[config.mk]
export PLATFORM = sky130hd
export DESIGN_NAME = ucd_top
export DESIGN_NICKNAME = d
export VERILOG_FILES = /design/src/common/ucd_pkg.sv /design/src/core/ucd_cmd_dec.sv /design/src/core/ucd_top.sv
export VERILOG_INCLUDE_DIRS = /design/src /design/src/common
export SDC_FILE = /design/constraint.sdc
export NUM_CORES = 1
export LEC_CHECK = 0
export BUFFER_PORTS_ARGS = -buffer_cell sky130_fd_sc_hd__buf_4
export CORE_AREA = 10 10 88 90
export CTS_BUF_LIST = sky130_fd_sc_hd__clkbuf_2 sky130_fd_sc_hd__clkbuf_4 sky130_fd_sc_hd__clkbuf_8
export DETAILED_ROUTE_END_ITERATION = 7
export DIE_AREA = 0 0 98 100
export GPL_ROUTABILITY_DRIVEN = 0
export GPL_TIMING_DRIVEN = 1
export HOLD_SLACK_MARGIN = 0.03
export PLACE_DENSITY = 0.87
export SYNTH_ARGS = -nofsm -noshare
export SYNTH_HDL_FRONTEND = slang
export SYNTH_HIERARCHICAL = 1
export SYNTH_SLANG_ARGS = --single-unit
[constraint.sdc]
create_clock -name ref_clk -period 1.5 [get_ports ref_clk]
set_input_delay 0.225 -clock ref_clk [delete_from_list [all_inputs] [get_ports ref_clk]]
set_output_delay 0.225 -clock ref_clk [all_outputs]
set_load 0.05 [all_outputs]
[src/common/ucd_defs.svh]
// Constants of the channel command decoder: offsets, codes, field values and widths.
// Assumes inclusion by bare name from the package and the design modules.
//
// How it works
// - Command low nibble only switches that channel's transmitter and receiver.
// - Codes 1 to B hit the written channel only; C and D act chip-wide, through channel A only.
// - Reset-pointer command points the channel back at its first mode register.
// - Any first mode register access moves the pointer to the second one.
// - Receiver reset reinitialises and disables the receiver and flushes its queue.
// - Transmitter reset reinitialises the transmitter and drives the line high.
// - Error reset clears overrun, and in block error mode also break, parity and framing status flags.
// - Block error mode: raised error flags stay set until error reset.
// - Character error mode: parity, framing, break describe the head character only.
// - Overrun is always sticky; only error reset clears it.
// - Break-change reset clears the channel's pending break-change interrupt bit.
// - Start break holds the line low; transmitter must be enabled.
// - From an idle transmitter the break starts within two bit periods.
// - With characters pending the break waits for transmitter empty.
// - Stop break: line high within two bit periods, then one idle bit.
// - Two codes set and clear the receive rate-generator extend bit.
// - Two codes set and clear the transmit rate-generator extend bit.
// - Standby through channel A powers down chip; reset or active restores.
`ifndef UCD_DEFS_SVH
`define UCD_DEFS_SVH

`define UCD_AW 5
`define UCD_DW 8
`define UCD_OFS_MODE_A 5'h00
`define UCD_OFS_STAT_A 5'h01
`define UCD_OFS_CMD_A 5'h02
`define UCD_OFS_MODE_B 5'h08
`define UCD_OFS_STAT_B 5'h09
`define UCD_OFS_CMD_B 5'h0A
`define UCD_OFS_IRQ_STAT 5'h10
`define UCD_OFS_IRQ_MASK 5'h11
`define UCD_OFS_CHIP_CTL 5'h12

`define UCD_CMD_RST_PTR 4'h1
`define UCD_CMD_RST_RX 4'h2
`define UCD_CMD_RST_TX 4'h3
`define UCD_CMD_RST_ERR 4'h4
`define UCD_CMD_RST_BRK 4'h5
`define UCD_CMD_BRK_START 4'h6
`define UCD_CMD_BRK_STOP 4'h7
`define UCD_CMD_RX_EXT_SET 4'h8
`define UCD_CMD_RX_EXT_CLR 4'h9
`define UCD_CMD_TX_EXT_SET 4'hA
`define UCD_CMD_TX_EXT_CLR 4'hB
`define UCD_CMD_STANDBY 4'hC
`define UCD_CMD_ACTIVE 4'hD

`define UCD_EN_ON 2'h1
`define UCD_EN_OFF 2'h2
`define UCD_IRQ_W 4
`define UCD_IRQ_ZERO 4'h0
`define UCD_BYTE_ZERO 8'h00

`endif

[src/common/ucd_pkg.sv]
// Types shared by the command decoder modules.
// Assumes ucd_defs.svh is on the include path.
`include "ucd_defs.svh"

package ucd_pkg;

    // Decoded command pulses of one write
    typedef struct packed {
        logic tx_on;
        logic tx_off;
        logic rx_on;
        logic rx_off;
        logic rst_ptr;
        logic rst_rx;
        logic rst_tx;
        logic rst_err;
        logic rst_brk;
        logic brk_start;
        logic brk_stop;
        logic rx_ext_set;
        logic rx_ext_clr;
        logic tx_ext_set;
        logic tx_ext_clr;
        logic standby;
        logic active;
    } ucd_cmd_t;

    // Per-channel inputs from the serial datapath
    typedef struct packed {
        logic pe_ev;
        logic fe_ev;
        logic rb_ev;
        logic oe_ev;
        logic head_pe;
        logic head_fe;
        logic head_rb;
        logic brk_chg_ev;
        logic tx_empty_condition;
        logic bit_tick;
        logic tx_serial;
    } ucd_chan_in_t;

    // Per-channel outputs towards the serial datapath
    typedef struct packed {
        logic tx_enable;
        logic rx_enable;
        logic rx_reset;
        logic tx_reset;
        logic mode_reg_pointer;
        logic rx_ext;
        logic tx_ext;
        logic serial_tx_output;
        logic tx_start_ok;
        logic brk_chg_pend;
    } ucd_chan_out_t;

    typedef enum logic [2:0] {
        BK_IDLE, BK_WAIT_EMPTY, BK_ALIGN, BK_LOW, BK_RELEASE, BK_MARK
    } ucd_brk_t;

    typedef struct packed {
        ucd_chan_out_t out;
        logic received_break_flag;
        logic framing_error_flag;
        logic parity_error_flag;
        logic oe;
        ucd_brk_t brk;
    } ucd_chan_st_t;

    typedef struct packed {
        logic [`UCD_IRQ_W-1:0] irq_stat;
        logic [`UCD_IRQ_W-1:0] irq_mask;
        logic [1:0] err_block;
        logic standby;
        logic irq;
        logic [`UCD_DW-1:0] rdata;
    } ucd_top_st_t;

endpackage : ucd_pkg

[src/core/ucd_cmd_dec.sv]
// Decodes one command byte into command pulses.
// Assumes a one-cycle write strobe; chip-wide codes honoured for channel A only.
`timescale 1ns/1ps
`default_nettype none
`include "ucd_defs.svh"

module ucd_cmd_dec (
    input wire logic wr, // Command write strobe
    input wire logic [`UCD_DW-1:0] data, // Command byte
    input wire logic is_chan_a, // High for channel A
    output ucd_pkg::ucd_cmd_t cmd // Decoded pulses
);

    logic [3:0] code;
    assign code = data[7:4];

    always_comb begin
        cmd = '0;
        if (wr) begin
            cmd.tx_on = (data[1:0] == `UCD_EN_ON);
            cmd.tx_off = (data[1:0] == `UCD_EN_OFF);
            cmd.rx_on = (data[3:2] == `UCD_EN_ON);
            cmd.rx_off = (data[3:2] == `UCD_EN_OFF);
            case (code)
                `UCD_CMD_RST_PTR: cmd.rst_ptr = 1'b1;
                `UCD_CMD_RST_RX: cmd.rst_rx = 1'b1;
                `UCD_CMD_RST_TX: cmd.rst_tx = 1'b1;
                `UCD_CMD_RST_ERR: cmd.rst_err = 1'b1;
                `UCD_CMD_RST_BRK: cmd.rst_brk = 1'b1;
                `UCD_CMD_BRK_START: cmd.brk_start = 1'b1;
                `UCD_CMD_BRK_STOP: cmd.brk_stop = 1'b1;
                `UCD_CMD_RX_EXT_SET: cmd.rx_ext_set = 1'b1;
                `UCD_CMD_RX_EXT_CLR: cmd.rx_ext_clr = 1'b1;
                `UCD_CMD_TX_EXT_SET: cmd.tx_ext_set = 1'b1;
                `UCD_CMD_TX_EXT_CLR: cmd.tx_ext_clr = 1'b1;
                `UCD_CMD_STANDBY: cmd.standby = is_chan_a;
                `UCD_CMD_ACTIVE: cmd.active = is_chan_a;
                default: ;
            endcase
        end
    end

endmodule : ucd_cmd_dec
`default_nettype wire

[src/core/ucd_top.sv]
// Two-channel command register decoder with status, break control and interrupt.
// Assumes a synchronous host port and datapath inputs synchronous to ref_clk.
`timescale 1ns/1ps
`default_nettype none
`include "ucd_defs.svh"

module ucd_top (
    input wire logic ref_clk, // Device clock
    input wire logic rst, // Asynchronous reset, high
    input wire logic [`UCD_AW-1:0] addr, // Register address
    input wire logic [`UCD_DW-1:0] wdata, // Write data
    input wire logic wr_stb, // Write strobe
    input wire logic rd_stb, // Read strobe
    input wire ucd_pkg::ucd_chan_in_t [1:0] chan_in, // Datapath inputs, index 0 is A
    output logic [`UCD_DW-1:0] rdata, // Read data, cycle after strobe
    output ucd_pkg::ucd_chan_out_t [1:0] chan_out, // Datapath controls
    output logic standby, // Chip powered down
    output logic irq // Level interrupt
);

    // ------------------------------------------------------------
    // Top state
    // ------------------------------------------------------------
    ucd_pkg::ucd_top_st_t st_ff;
    ucd_pkg::ucd_top_st_t nxt_st;
    ucd_pkg::ucd_cmd_t [1:0] cmd;
    ucd_pkg::ucd_chan_st_t [1:0] ch_st;
    logic [1:0] chip_standby_req;
    logic [1:0] chip_active_req;
    logic [1:0] err_ev;
    logic [1:0] brk_ev;

    assign rdata = st_ff.rdata;
    assign standby = st_ff.standby;
    assign irq = st_ff.irq;

    // ------------------------------------------------------------
    // Per-channel logic
    // ------------------------------------------------------------
    genvar g;
    generate
        for (g = 0; g < 2; g++) begin : gen_chan
            ucd_pkg::ucd_chan_st_t c_ff;
            ucd_pkg::ucd_chan_st_t nxt_c;
            logic cmd_wr;
            logic mode_acc;
            logic block_mode;
            ucd_pkg::ucd_chan_in_t ci;
            ucd_pkg::ucd_cmd_t cc;

            assign ci = chan_in[g];
            assign cc = cmd[g];
            assign block_mode = st_ff.err_block[g];
            assign cmd_wr = wr_stb &&
                (addr == ((g == 0) ? `UCD_OFS_CMD_A : `UCD_OFS_CMD_B));
            assign mode_acc = (wr_stb || rd_stb) &&
                (addr == ((g == 0) ? `UCD_OFS_MODE_A : `UCD_OFS_MODE_B));

            ucd_cmd_dec u_dec (
                .wr(cmd_wr),
                .data(wdata),
                .is_chan_a(g == 0),
                .cmd(cmd[g])
            );

            assign chip_standby_req[g] = cc.standby;
            assign chip_active_req[g] = cc.active;
            assign err_ev[g] = ci.pe_ev | ci.fe_ev | ci.rb_ev | ci.oe_ev;
            assign brk_ev[g] = ci.brk_chg_ev;
            assign chan_out[g] = c_ff.out;
            assign ch_st[g] = c_ff;

            always_comb begin
                nxt_c = c_ff;
                nxt_c.out.rx_reset = 1'b0;
                nxt_c.out.tx_reset = 1'b0;

                if (cc.tx_on) begin
                    nxt_c.out.tx_enable = 1'b1;
                end else if (cc.tx_off) begin
                    nxt_c.out.tx_enable = 1'b0;
                end
                if (cc.rx_on) begin
                    nxt_c.out.rx_enable = 1'b1;
                end else if (cc.rx_off) begin
                    nxt_c.out.rx_enable = 1'b0;
                end

                if (mode_acc) begin
                    nxt_c.out.mode_reg_pointer = 1'b1;
                end
                if (cc.rst_ptr) begin
                    nxt_c.out.mode_reg_pointer = 1'b0;
                end

                if (cc.rst_rx) begin
                    nxt_c.out.rx_enable = 1'b0;
                    nxt_c.out.rx_reset = 1'b1;
                end

                if (cc.rx_ext_set) begin
                    nxt_c.out.rx_ext = 1'b1;
                end else if (cc.rx_ext_clr) begin
                    nxt_c.out.rx_ext = 1'b0;
                end
                if (cc.tx_ext_set) begin
                    nxt_c.out.tx_ext = 1'b1;
                end else if (cc.tx_ext_clr) begin
                    nxt_c.out.tx_ext = 1'b0;
                end

                if (block_mode) begin
                    if (cc.rst_err) begin
                        nxt_c.parity_error_flag = 1'b0;
                        nxt_c.framing_error_flag = 1'b0;
                        nxt_c.received_break_flag = 1'b0;
                    end
                    nxt_c.parity_error_flag = nxt_c.parity_error_flag | ci.pe_ev;
                    nxt_c.framing_error_flag = nxt_c.framing_error_flag | ci.fe_ev;
                    nxt_c.received_break_flag = nxt_c.received_break_flag | ci.rb_ev;
                end else begin
                    nxt_c.parity_error_flag = ci.head_pe;
                    nxt_c.framing_error_flag = ci.head_fe;
                    nxt_c.received_break_flag = ci.head_rb;
                end
                if (cc.rst_err) begin
                    nxt_c.oe = 1'b0;
                end
                nxt_c.oe = nxt_c.oe | ci.oe_ev;

                if (cc.rst_brk) begin
                    nxt_c.out.brk_chg_pend = 1'b0;
                end
                nxt_c.out.brk_chg_pend = nxt_c.out.brk_chg_pend | ci.brk_chg_ev;

                // Break sequencer
                case (c_ff.brk)
                    ucd_pkg::BK_IDLE: begin
                        if (cc.brk_start && c_ff.out.tx_enable) begin
                            nxt_c.brk = ci.tx_empty_condition ?
                                ucd_pkg::BK_ALIGN : ucd_pkg::BK_WAIT_EMPTY;
                        end
                    end
                    ucd_pkg::BK_WAIT_EMPTY: begin
                        if (cc.brk_stop) begin
                            nxt_c.brk = ucd_pkg::BK_IDLE;
                        end else if (ci.tx_empty_condition) begin
                            nxt_c.brk = ucd_pkg::BK_ALIGN;
                        end
                    end
                    ucd_pkg::BK_ALIGN: begin
                        if (cc.brk_stop) begin
                            nxt_c.brk = ucd_pkg::BK_IDLE;
                        end else if (ci.bit_tick) begin
                            nxt_c.brk = ucd_pkg::BK_LOW;
                        end
                    end
                    ucd_pkg::BK_LOW: begin
                        if (cc.brk_stop) begin
                            nxt_c.brk = ucd_pkg::BK_RELEASE;
                        end
                    end
                    ucd_pkg::BK_RELEASE: begin
                        if (ci.bit_tick) begin
                            nxt_c.brk = ucd_pkg::BK_MARK;
                        end
                    end
                    ucd_pkg::BK_MARK: begin
                        if (ci.bit_tick) begin
                            nxt_c.brk = ucd_pkg::BK_IDLE;
                        end
                    end
                    default: begin
                        nxt_c.brk = ucd_pkg::BK_IDLE;
                    end
                endcase

                if (cc.rst_tx) begin
                    nxt_c.out.tx_enable = 1'b0;
                    nxt_c.out.tx_reset = 1'b1;
                    nxt_c.brk = ucd_pkg::BK_IDLE;
                end

                if (st_ff.standby || chip_standby_req[0]) begin
                    nxt_c.out.tx_enable = 1'b0;
                    nxt_c.out.rx_enable = 1'b0;
                end

                nxt_c.out.tx_start_ok = (nxt_c.brk == ucd_pkg::BK_IDLE) ||
                    (nxt_c.brk == ucd_pkg::BK_WAIT_EMPTY);
                if ((nxt_c.brk == ucd_pkg::BK_LOW) ||
                    (nxt_c.brk == ucd_pkg::BK_RELEASE)) begin
                    nxt_c.out.serial_tx_output = 1'b0;
                end else if ((nxt_c.brk != ucd_pkg::BK_IDLE) &&
                    (nxt_c.brk != ucd_pkg::BK_WAIT_EMPTY)) begin
                    nxt_c.out.serial_tx_output = 1'b1;
                end else if (cc.rst_tx || !nxt_c.out.tx_enable) begin
                    nxt_c.out.serial_tx_output = 1'b1;
                end else begin
                    nxt_c.out.serial_tx_output = ci.tx_serial;
                end
            end

            always_ff @(posedge ref_clk or posedge rst) begin
                if (rst) begin
                    c_ff <= '0;
                    c_ff.brk <= ucd_pkg::BK_IDLE;
                    c_ff.out.serial_tx_output <= 1'b1;
                    c_ff.out.tx_start_ok <= 1'b1;
                end else begin
                    c_ff <= nxt_c;
                end
            end
        end
    endgenerate

    // ------------------------------------------------------------
    // Register file, interrupt and chip mode
    // ------------------------------------------------------------
    function automatic logic [`UCD_DW-1:0] stat_byte(input ucd_pkg::ucd_chan_st_t c,
                                                     input logic empty);
        stat_byte = {c.received_break_flag, c.framing_error_flag, c.parity_error_flag,
                     c.oe, empty, 3'h0};
    endfunction : stat_byte

    always_comb begin
        nxt_st = st_ff;
        nxt_st.rdata = `UCD_BYTE_ZERO;

        // Interrupt status, write one to clear, set wins
        if (wr_stb && (addr == `UCD_OFS_IRQ_STAT)) begin
            nxt_st.irq_stat = st_ff.irq_stat & ~wdata[`UCD_IRQ_W-1:0];
        end
        if (cmd[0].rst_brk) begin
            nxt_st.irq_stat[0] = 1'b0;
        end
        if (cmd[1].rst_brk) begin
            nxt_st.irq_stat[1] = 1'b0;
        end
        nxt_st.irq_stat = nxt_st.irq_stat | {err_ev, brk_ev};

        if (wr_stb && (addr == `UCD_OFS_IRQ_MASK)) begin
            nxt_st.irq_mask = wdata[`UCD_IRQ_W-1:0];
        end
        if (wr_stb && (addr == `UCD_OFS_CHIP_CTL)) begin
            nxt_st.err_block = wdata[2:1];
        end

        // standby and active via channel A
        if (chip_standby_req[0]) begin
            nxt_st.standby = 1'b1;
        end else if (chip_active_req[0]) begin
            nxt_st.standby = 1'b0;
        end

        nxt_st.irq = |(nxt_st.irq_stat & nxt_st.irq_mask);

        if (rd_stb) begin
            case (addr)
                `UCD_OFS_STAT_A: nxt_st.rdata = stat_byte(ch_st[0],
                                                          chan_in[0].tx_empty_condition);
                `UCD_OFS_STAT_B: nxt_st.rdata = stat_byte(ch_st[1],
                                                          chan_in[1].tx_empty_condition);
                `UCD_OFS_IRQ_STAT: nxt_st.rdata = {4'h0, st_ff.irq_stat};
                `UCD_OFS_IRQ_MASK: nxt_st.rdata = {4'h0, st_ff.irq_mask};
                `UCD_OFS_CHIP_CTL: nxt_st.rdata = {3'h0,
                                                   ch_st[1].out.mode_reg_pointer,
                                                   ch_st[0].out.mode_reg_pointer,
                                                   st_ff.err_block, st_ff.standby};
                default: nxt_st.rdata = `UCD_BYTE_ZERO;
            endcase
        end
    end

    always_ff @(posedge ref_clk or posedge rst) begin
        if (rst) begin
            st_ff <= '0;
        end else begin
            st_ff <= nxt_st;
        end
    end

endmodule : ucd_top
`default_nettype wire

==> results.txt <==
----------------------------------------------------
[Floorplan]
  Die area ... 0.009800 mm²
  Die X-Extent ... 98 µm
  Count of boundary I/O pins ... 69
  Effective utilization at floorplan ... 48.68%
  Vertical die dimension ... 100 µm
  Cell row count ... 29
  Area of the core region ... 0.006132 mm²

[STA]
  Fmax ... 527.9 MHz
  Fin worst setup slack ... -0.3943 ns
  Post-Route Setup TNS ... -2.743 ns
  Share of the clock period used by the worst path after layout ... 126.3%
  Number of max-slew violations in the final report ... 0
  Final setup fails ... 21
  Layout Skew ... 0.009194 ns
  Shortest clock period the worst path allows after layout ... 1.894 ns
  Final Hold Fails ... 0
  Fin Hold WS ... 0.1296 ns
  Setup repair after global routing missed its margin ... yes

[Placement]
  Post-DP HPWL ... 6543 µm
  Number of port buffers ... 68
  Minimum setup slack after placement ... -0.6130 ns

[Cells and area]
  Area added between synthesis and finish ... 43.25%
  Proportion of layout cells with a drive suffix above 1 ... 51.80%
  Final design utilization ... 69.74%
  Final net count ... 455
  Count of antenna diodes in the layout ... 0

[Power and ir drop]
  Int Power ... 2.254 mW
  Register share of total power ... 50.3%
  Portion of total power attributed to combinational logic ... 24.4%
  Peak VDD IR ... 444.4 µV
  Portion of total power attributed to the clock network ... 25.3%
  Power density relative to cell area ... 772.4 mW/mm²
  Fraction of power spent switching nets ... 31.76%
  Sw Pwr ... 1.049 mW
  Leak ... 2.006 nW

[Setup path]
  Worst Setup Path Type ... in2reg
  End of the worst register-to-register path ... chan_out[2]
  Crit path required time ... 1.69 ns
  Kind of end point of the critical path ... flop
  Cell type with the highest occurrence count on the critical path ... sky130_fd_sc_hd__buf_6
  Crit-path cells ... buf_8 > nand2_4 > buf_6 > nor4b_4 > nand3b_1 > buf_4 > buf_6 > nor2_4 > nand2b_4 > a32oi_2 > o21a_1 > a2111o_1
  Kind of launch point of the worst setup path ... input port
  Endpoint arrival time on the critical path ... 2.09 ns
  Slack of the worst reg-to-reg path ... -0.18 ns
  Largest driver fanout on the critical path ... 3
  Number of cells traversed by the worst register-to-register path ... 5
  Crit path largest cell delay ... 0.35 ns
  Reg2reg start ... ch_st[0]
  Slowest cell on the critical path ... sky130_fd_sc_hd__a2111o_1

[Logic synthesis]
  Syn nets ... 351
  Number of warnings reported in the yosys synthesis log ... 6
  Mapped Avg Cell Area ... 9.568 µm²
  Syn Std Cell Area ... 0.002985 mm²
  Synthesized netlist cell count ... 312

[Routing]
  Number of search-and-repair iterations in the first detailed-routing pass ... 5
  Final routed DRC violation total ... 0
  Met2 wire length ... 5223 µm
  Post-route met1 wirelength ... 3545 µm
  Detailed-route vias per instance ... 5.856
  Antenna-violating nets left ... 0
  Final routed wire length divided by cell count ... 20.09 µm
  Iteration-0 DRC Markers ... 421
  Top routing layer used ... met4
  Detail Route met3 WL ... 859 µm
  Via count ... 2893
  Total Wirelength ... 9923 µm

[Global routing]
  Maximum number of pins on one net before global-route repair ... 26
  Global route overflow ... 0
  Number of global-route vias before repair ... 3001
  Total global-route track usage ... 17.42%
  Global-route wire length before repair ... 14210 µm
  Initial antenna violation count ... 0

[CTS]
  Clock root buffer ... sky130_fd_sc_hd__clkbuf_8
  Number of H-tree branching levels ... 2
  # clock sinks ... 54
  Clock tree from TritonCTS ... yes
  Clock Latency Late Sink ... 0.31 ns
  Number of buffers inserted during clock tree synthesis ... 5
  Max clock buf depth ... 2
  Clock-pin transition on the worst setup and hold timing paths ... 0.09 ns

[Hold path]
  Worst Hold Depth ... 2
  Launch instance of the worst min-delay path ... chan_in[7]
  Hold worst-path end ... ch_st[3]
  Worst hold path class ... in2reg

[Status]
  Status ... finished, violations left
  Violated checks ... negative setup slack

[Job]
  Reported max-cap violation count ... 0

----------------------------------------------------
placed cells by master (no fill, tap or decap), types with 5 or more instances in the layout:
cell	count
sky130_fd_sc_hd__nor2b_1	10
sky130_fd_sc_hd__nor2_1	33
sky130_fd_sc_hd__mux2_2	6
sky130_fd_sc_hd__a21oi_1	12
sky130_fd_sc_hd__nor2_2	7
sky130_fd_sc_hd__nor2_4	7
sky130_fd_sc_hd__o21ai_0	5
sky130_fd_sc_hd__buf_6	10
sky130_fd_sc_hd__nand2b_1	7
sky130_fd_sc_hd__a21oi_2	8
sky130_fd_sc_hd__nand3b_1	5
sky130_fd_sc_hd__a21o_1	8
sky130_fd_sc_hd__buf_4	117
sky130_fd_sc_hd__clkbuf_8	5
sky130_fd_sc_hd__nand2_1	12
sky130_fd_sc_hd__dfrtp_1	50
sky130_fd_sc_hd__inv_1	15
worst max-delay path by stage:
stage                   endpoint    start  depth (start not counted)
floorplan            chan_out[2]  addr[4]                          8
global placement             irq  addr[2]                          9
detailed placement   chan_out[2]  addr[3]                          9
CTS                 chan_out[12]   wr_stb                         10
global route         chan_out[2]   wr_stb                         10
finish                       irq   wr_stb                         12
per-stage QoR:
stage	instance area [µm²]	std cells	total power [mW]
after floorplan	3112	312	2.134
after global placement	3839	474	2.386
after detailed placement	3839	474	2.409
after CTS	4104	489	3.238
after global routing	4277	494	3.408
final	4277	494	3.303
per-layer routing:
| metal | GRT usage, % | up-vias |
|---|---|---|
| li1 | - | 1267 |
| met5 | 0 | - |
| met2 | 31.07 | 166 |
| met3 | 5.220 | 30 |
| met4 | 6.376 | 0 |
| met1 | 19.14 | 1430 |
cell type report:
type / instances / area (µm²)
Fill cell: 414 / 1856
Multi-Input combinational cell: 203 / 1595
Sequential cell: 54 / 1356
Timing Repair Buffer: 131 / 1051
Tap cell: 77 / 96.34
Inverter: 21 / 87.58
Clock buffer: 6 / 76.32
Clock inverter: 2 / 13.76
sequential cells by signal, summed over array words and instances (netlist names):
signal and cells:
rdata 8, irq 1, st_ff 8, gen_chan.block_mode 2, standby 1, ch_st 14
chan_out 20
worst max-delay path, delay by kind of cell:
| family | cells | cell delay [ns] |
|---|---|---|
| simple gates | 5 | 0.83 |
| compound gates | 3 | 0.53 |
| buf+inv | 4 | 0.49 |
what timing repair did:
action | in CTS | in global routing
pin swaps | 18 | 26
setup endpoints to repair | 15 | 30
buffers inserted | 7 | 9
hold buffers | 1 | 0
hold endpoints to repair | 16 | 0
gates resized for setup | 32 | 34
power by group through the flow:
stage / clock network, mW / logic, mW / registers, mW
6_report: 0.836 / 0.807 / 1.66
5_1_grt: 0.887 / 0.849 / 1.67
4_1_cts: 0.836 / 0.757 / 1.65
3_5_place_dp: 0 / 0.736 / 1.67
3_3_place_gp: 0 / 0.718 / 1.67
2_1_floorplan: 0 / 0.470 / 1.66
Note: power is estimated with default switching activity, not from simulation.
